--- src/pkg/asrc_pkg.sv ---
`default_nettype none
package asrc_pkg;
	localparam int ADDR_W = 13;
	localparam int DATA_W = 9;
	localparam int CLK_PERIOD_NS = 40;
	// device timing, fastest grade, in ns
	localparam int READ_CYCLE_MIN_NS = 25;
	localparam int ADDRESS_ACCESS_DELAY_NS = 25;
	localparam int OUTPUT_HOLD_AFTER_ADDRESS_NS = 3;
	localparam int WRITE_CYCLE_MIN_NS = 25;
	localparam int WRITE_PULSE_MIN_NS = 20;
	localparam int ADDRESS_TO_WRITE_END_NS = 20;
	localparam int DATA_SETUP_TO_WRITE_END_NS = 15;
	localparam int DATA_HOLD_AFTER_WRITE_END_NS = 0;
	localparam int ADDRESS_HOLD_AFTER_WRITE_NS = 0;
	localparam int ADDRESS_SETUP_BEFORE_WRITE_NS = 0;
	// least times round up, at least one cycle
	function automatic int cyc_min(input int ns);
		int c;
		c = (ns + CLK_PERIOD_NS - 1) / CLK_PERIOD_NS;
		return (c < 1) ? 1 : c;
	endfunction
	localparam int READ_WAIT_CYC = cyc_min(ADDRESS_ACCESS_DELAY_NS) > cyc_min(READ_CYCLE_MIN_NS)
		? cyc_min(ADDRESS_ACCESS_DELAY_NS) : cyc_min(READ_CYCLE_MIN_NS);
	localparam int WRITE_PULSE_CYC = cyc_min(WRITE_PULSE_MIN_NS) > cyc_min(ADDRESS_TO_WRITE_END_NS)
		? cyc_min(WRITE_PULSE_MIN_NS) : cyc_min(ADDRESS_TO_WRITE_END_NS);
	localparam int DATA_SETUP_CYC = cyc_min(DATA_SETUP_TO_WRITE_END_NS);
	localparam int CNT_W = 4;

	typedef struct packed {
		logic [ADDR_W-1:0] addr;
		logic [DATA_W-1:0] wdata;
		logic write;
	} asrc_req_t;

	typedef struct packed {
		logic [ADDR_W-1:0] address_pins;
		logic select_n_primary;
		logic select_active_high;
		logic oe_n;
		logic we_n;
	} asrc_pins_t;

	typedef enum logic [3:0] {
		ST_IDLE = 4'h1,
		ST_READ = 4'h2,
		ST_WRITE = 4'h4,
		ST_RECOV = 4'h8
	} asrc_state_t;
endpackage
`default_nettype wire

--- src/logic/asrc_host.sv ---
// Function
// - write strobe asserted only while both selects are active
// - raising the write strobe ends the write; data taken no later
// - write data stable 15 ns before and 0 ns after write end
// - write strobe held high for the whole read cycle
// - address valid no later than selects assert on a write
// - address held 20 ns before write end; strobe low 20 ns; cycle 25 ns
// - address may change at write end; zero setup before write
`timescale 1ns/10ps
`default_nettype none
module asrc_host
	import asrc_pkg::*;
(
	input wire logic i_clk,
	input wire logic i_rst,
	input wire logic i_req_valid,
	input wire asrc_req_t i_req,
	output logic o_req_ready,
	output logic o_rsp_valid,
	output logic [DATA_W-1:0] o_rsp_data,
	output asrc_pins_t o_pins,
	input wire logic [DATA_W-1:0] i_data_pins,
	output logic [DATA_W-1:0] o_data_pins,
	output logic o_data_pins_oe
);
	asrc_state_t state_ff, nxt_state;
	logic [CNT_W-1:0] cnt_ff, nxt_cnt;
	asrc_pins_t pins_ff, nxt_pins;
	logic [DATA_W-1:0] wdata_ff, nxt_wdata;
	logic doe_ff, nxt_doe;
	logic [DATA_W-1:0] rdata_ff, nxt_rdata;
	logic rsp_ff, nxt_rsp;
	logic [DATA_W-1:0] sync1_ff, sync2_ff;
	logic take_req;
	logic take_wr;
	logic take_rd;
	logic cnt_last;
	logic wr_done;
	logic rd_done;

	localparam asrc_pins_t PINS_IDLE = '{address_pins: '0, select_n_primary: 1'b1,
		select_active_high: 1'b0, oe_n: 1'b1, we_n: 1'b1};
	localparam int SYNC_STAGES = 2;
	// strobe low long enough for pulse width, address and data setup
	localparam logic [CNT_W-1:0] WR_LOAD = CNT_W'(WRITE_PULSE_CYC > DATA_SETUP_CYC
		? WRITE_PULSE_CYC : DATA_SETUP_CYC);
	// access time plus the input synchroniser
	localparam logic [CNT_W-1:0] RD_LOAD = CNT_W'(READ_WAIT_CYC + SYNC_STAGES);

	// data pins pass two flops before any logic reads them
	always_ff @(posedge i_clk or posedge i_rst) begin
		if (i_rst) begin
			sync1_ff <= '0;
			sync2_ff <= '0;
		end else begin
			sync1_ff <= i_data_pins;
			sync2_ff <= sync1_ff;
		end
	end

	// requests are taken in idle only
	assign take_req = i_req_valid && (state_ff == ST_IDLE);
	assign take_wr = take_req && i_req.write;
	assign take_rd = take_req && !i_req.write;
	assign cnt_last = (cnt_ff == CNT_W'(1));
	assign wr_done = (state_ff == ST_WRITE) && cnt_last;
	assign rd_done = (state_ff == ST_READ) && cnt_last;

	// sequencer: state and access length counter
	always_comb begin
		nxt_state = state_ff;
		nxt_cnt = cnt_ff;
		case (state_ff)
			ST_IDLE: begin
				if (take_wr) begin
					nxt_cnt = WR_LOAD;
					nxt_state = ST_WRITE;
				end else if (take_rd) begin
					nxt_cnt = RD_LOAD;
					nxt_state = ST_READ;
				end
			end
			ST_READ: begin
				nxt_cnt = cnt_ff - 1'b1;
				if (cnt_last) begin
					nxt_state = ST_RECOV;
				end
			end
			ST_WRITE: begin
				nxt_cnt = cnt_ff - 1'b1;
				if (cnt_last) begin
					nxt_state = ST_RECOV;
				end
			end
			ST_RECOV: begin
				// one idle cycle turns the data bus round
				nxt_state = ST_IDLE;
			end
			default: begin
				nxt_state = ST_IDLE;
				nxt_cnt = '0;
			end
		endcase
	end

	always_ff @(posedge i_clk or posedge i_rst) begin
		if (i_rst) begin
			state_ff <= ST_IDLE;
			cnt_ff <= '0;
		end else begin
			state_ff <= nxt_state;
			cnt_ff <= nxt_cnt;
		end
	end

	// pin group: address, selects and strobes
	always_comb begin
		nxt_pins = pins_ff;
		case (state_ff)
			ST_IDLE: begin
				if (take_req) begin
					// address and selects go out together, zero setup
					nxt_pins.address_pins = i_req.addr;
					nxt_pins.select_n_primary = 1'b0;
					nxt_pins.select_active_high = 1'b1;
					nxt_pins.oe_n = i_req.write;
					nxt_pins.we_n = !i_req.write;
				end
			end
			ST_READ: begin
				if (cnt_last) begin
					nxt_pins = PINS_IDLE;
				end
			end
			ST_WRITE: begin
				if (cnt_last) begin
					// strobe rises and both selects go inactive together, ending the write
					nxt_pins.we_n = 1'b1;
					nxt_pins.select_n_primary = 1'b1;
					nxt_pins.select_active_high = 1'b0;
				end
			end
			ST_RECOV: begin
				nxt_pins = PINS_IDLE;
			end
			default: begin
				nxt_pins = PINS_IDLE;
			end
		endcase
	end

	always_ff @(posedge i_clk or posedge i_rst) begin
		if (i_rst) begin
			pins_ff <= PINS_IDLE;
		end else begin
			pins_ff <= nxt_pins;
		end
	end

	// write data and its drive enable
	always_comb begin
		nxt_wdata = wdata_ff;
		nxt_doe = doe_ff;
		case (state_ff)
			ST_IDLE: begin
				if (take_wr) begin
					nxt_wdata = i_req.wdata;
					nxt_doe = 1'b1;
				end else if (take_rd) begin
					nxt_doe = 1'b0;
				end
			end
			ST_READ, ST_WRITE: begin
				// data stays until the cycle after the strobe rises
				nxt_doe = doe_ff;
			end
			ST_RECOV: begin
				nxt_doe = 1'b0;
			end
			default: begin
				nxt_doe = 1'b0;
			end
		endcase
	end

	always_ff @(posedge i_clk or posedge i_rst) begin
		if (i_rst) begin
			wdata_ff <= '0;
			doe_ff <= 1'b0;
		end else begin
			wdata_ff <= nxt_wdata;
			doe_ff <= nxt_doe;
		end
	end

	// answer: read data from the synchroniser, one-cycle valid pulse
	always_comb begin
		nxt_rdata = rdata_ff;
		nxt_rsp = 1'b0;
		if (rd_done) begin
			nxt_rdata = sync2_ff;
			nxt_rsp = 1'b1;
		end else if (wr_done) begin
			nxt_rsp = 1'b1;
		end
	end

	always_ff @(posedge i_clk or posedge i_rst) begin
		if (i_rst) begin
			rdata_ff <= '0;
			rsp_ff <= 1'b0;
		end else begin
			rdata_ff <= nxt_rdata;
			rsp_ff <= nxt_rsp;
		end
	end

	assign o_req_ready = (state_ff == ST_IDLE);
	assign o_rsp_valid = rsp_ff;
	assign o_rsp_data = rdata_ff;
	assign o_pins = pins_ff;
	assign o_data_pins = wdata_ff;
	assign o_data_pins_oe = doe_ff;
endmodule
`default_nettype wire

--- config.mk ---
export PLATFORM = sky130hd
export DESIGN_NAME = asrc_host
export DESIGN_NICKNAME = d
export VERILOG_FILES = /design/src/pkg/asrc_pkg.sv /design/src/logic/asrc_host.sv
export SDC_FILE = /design/constraint.sdc
export NUM_CORES = 1
export LEC_CHECK = 0
export ABC_AREA = 0
export BUFFER_PORTS_ARGS = -buffer_cell sky130_fd_sc_hd__buf_2
export CORE_MARGIN = 5
export CORE_UTILIZATION = 40
export CTS_BUF_LIST = sky130_fd_sc_hd__clkbuf_16
export DETAILED_ROUTE_END_ITERATION = 7
export GPL_ROUTABILITY_DRIVEN = 0
export SKIP_CTS_REPAIR_TIMING = 1
export SLEW_MARGIN = 20
export SYNTH_ARGS = -nofsm -noshare
export SYNTH_HDL_FRONTEND = slang
export SYNTH_SLANG_ARGS = --single-unit
--- constraint.sdc ---
create_clock -name i_clk -period 5.5 [get_ports i_clk]
set_input_delay 0 -clock i_clk [delete_from_list [all_inputs] [get_ports i_clk]]
set_output_delay 0 -clock i_clk [all_outputs]
set_load 0.005 [all_outputs]
==> parameters.txt <==
Parameter                              Value

Timing
  Endpoints failing setup    0
  Final period demand of the worst path    2350 ps
  Final setup skew    5.50 ps
  Transition time of the tightest slew-check pin    776 ps
  Top achievable clock speed    425 MHz
  Slew Viols, Final    0
  Final-layout setup total negative slack    0 ps
  RSZ-0062 raised after global routing    no
  Final Hold Viols    0
  Slew headroom    48.3%
  Post-route fraction of the period consumed by the critical path    42.8%

Logic synthesis
  Synth Register Bits    63
  Share of the synthesized area in the top cell type    58.8%
  Cell with the most instances after synthesis    dfrtp_1
  Library cell with the largest summed area after synthesis    dfrtp_1
  Main synth FF type    dfrtp_1
  Total number of yosys warnings    0
  Number of unique standard cell types used by synthesis    43
  Synthesized netlist net count    227
  Largest cells by area after synthesis    dfrtp_1, mux2_2, mux2i_1, dfstp_2, inv_1
  Number of enable flip-flop cells after synthesis    0
  Most used standard cells in the synthesized netlist    dfrtp_1, inv_1, mux2_2
  Asr flop ratio synth    100%
  Sequential share of the synthesized area    63.0%
  Count of mapped cells out of synthesis    190
  Post-synthesis cell area    2510 um^2
  Mean post-synth cell area    13.2 um^2

Worst hold path
  Number of cells traversed by the worst hold path    3
  Start point of the worst hold path    i_req[0]
  Worst hold endpoint    o_data_pins_oe
  Tightest Hold Check Type    in2reg

Finish
  Layout cell share with drive strength beyond 1    40.1%
  Final core area utilization    59.6%
  Layout overhead on the synthesized area    43.0%
  Number of filler cells placed in the layout    481
  Antenna diodes    0
  Nets    336

Pwr
  Net Sw Frac    30.6%
  Combinational Power Share    30.4%
  Sequential share of power    35.3%
  Clk network pwr share    34.3%
  Internal power contribution    1.37 mW
  Worst vdd ir    0.000289 V
  P_sw    0.602 mW
  Cell area power density    549 nW/um^2
  Leakage dissipation    1.81 nW

Critical path
  Crit path DAT    2570 ps
  Depth of the most critical reg-to-reg path    4
  Register-to-Register Setup Slack    3150 ps
  Required time of the critical path    5710 ps
  Startpoint of the most critical register-to-register path    state_ff[0]
  Endpoint class of the critical path    flop
  Worst r2r dst    o_data_pins[2]
  Critical Path Fanout Max    19
  Launching element type of the critical path    flop
  Worst Path Class, Setup    reg2reg

Global route
  Wire length of the first global-routing pass    8250 um
  Via count of the first global-routing pass    1768
  Pin count of the biggest net entering global routing    64
  Global-route usage over all layers    14.1%
  Overflow after GRT    0
  Antenna violations before repair    0

Detailed routing
  DRT Pass-1 Iters    4
  Number of vias in the routed layout    1737
  Residual DRC    0
  Wirelength, routed    5200 um
  Remaining number of nets flagged by the antenna check after routing    0
  Routed vias/inst    4.58
  Routed wirelength normalized by instance count    13.7 um
  Iteration-0 DRC Markers    106

Status
  Run status    finished, final reports clean

Die
  Horizontal die dimension    89.2 um
  Number of I/O pins    73
  DIE HEIGHT    89.2 um
  Core area    6030 um^2
  Die footprint    7960 um^2
  Starting density of the core    41.7%
  Rows    28

Placement
  Number of buffers added on ports    72
  HPWL after DPL    3330 um

Clock network
  Reg clk slew, reported paths    60 ps
  Root buffer cell    clkbuf_16
  Clock buffer depth    2
  Number of clock sinks seen by CTS    63
  Source-to-sink clock delay at the later pin of the worst-skew pair    330 ps
  Inserted Clock Buffers    9
  H-tree lvl count    3
  CTS tree    done

Run
  Maximum capacitance violations    0
==> registers in the layout, summed over array words and instances, names as in the netlist <==
register,count
o_rsp_data,9
o_rsp_valid,1
o_data_pins_oe,1
state_ff,4
cnt_ff,4
sync2_ff,9
o_data_pins,9
sync1_ff,9
o_pins,17
==> layout by cell type, fill, tap and decap left out, types with 4 or more instances in the layout <==
cell,count
mux2i_1,13
inv_1,17
nand2b_1,4
dfstp_2,4
o21ai_0,4
nand2_1,15
clkbuf_16,9
nor2_1,5
mux2_2,18
dfrtp_1,59
buf_2,72
a21oi_1,4
dlygate4sd3_1,33
inv_6,4
==> critical path: stages (launching register included) <==
cell and delay [ps]:
dfstp_2 620, or4b_4 580, inv_4 210, and3_1 440, mux2_2 380
==> metal layers <==
layer | up-vias | track usage (%) | share of wire (%)
li1 | 853 | - | -
met1 | 822 | 17.1 | 43
met2 | 55 | 21.0 | 47
met3 | 7 | 8.29 | 8.9
met4 | 0 | 4.87 | 1.2
met5 | - | 0 | 0
==> through the flow <==
stage               total power, mW  hold WS, ps  setup WS [ps]  instances  area (um^2)
floorplan                      1.12         31.4           3530        190         2510
global placement               1.28          107           3190        330         2910
detailed placement             1.29          109           3160        330         2910
CTS                            1.98         -239           3150        346         3260
global route                   2.11          111           3050        379         3590
finish                         1.97         77.0           3150        379         3590
==> power by group through the flow <==
stage / registers, mW / logic [mW] / clock network, mW
final: 0.696 / 0.599 / 0.675
after global routing: 0.717 / 0.682 / 0.710
after CTS: 0.697 / 0.594 / 0.689
after detailed placement: 0.702 / 0.593 / 0
after global placement: 0.699 / 0.582 / 0
after floorplan: 0.687 / 0.431 / 0
==> cell families after synthesis <==
family	share of synthesized area, %
AO/OA/AOI/OAI	4.59
XOR/XNOR	1.40
flip-flops	63.0
AND/OR/NAND/NOR	10.5
adder cells (fa/ha/maj)	0.997
multiplexers	13.7
buffers and inverters	5.78
==> layout make-up <==
type / instances / area [um^2] / share of cell area [%]
timing repair buffer: 107 / 706 / 19.7
tap: 75 / 93.8 / 2.62
multi-input combinational: 99 / 783 / 21.8
sequential: 63 / 1580 / 44.1
clock buffer: 9 / 225 / 6.28
inverter: 19 / 73.8 / 2.06
clock inverter: 7 / 125 / 3.49
==> worst max-delay path by stage <==
stage                startpoint        endpoint  cells after the start
global route        state_ff[0]  o_data_pins[2]                      4
floorplan           state_ff[1]  o_data_pins[0]                      7
finish              state_ff[0]  o_data_pins[2]                      4
CTS                 state_ff[0]  o_data_pins[2]                      4
global placement    state_ff[0]  o_data_pins[2]                      4
detailed placement  state_ff[0]  o_data_pins[2]                      4
(Power assumes the default switching activity.)
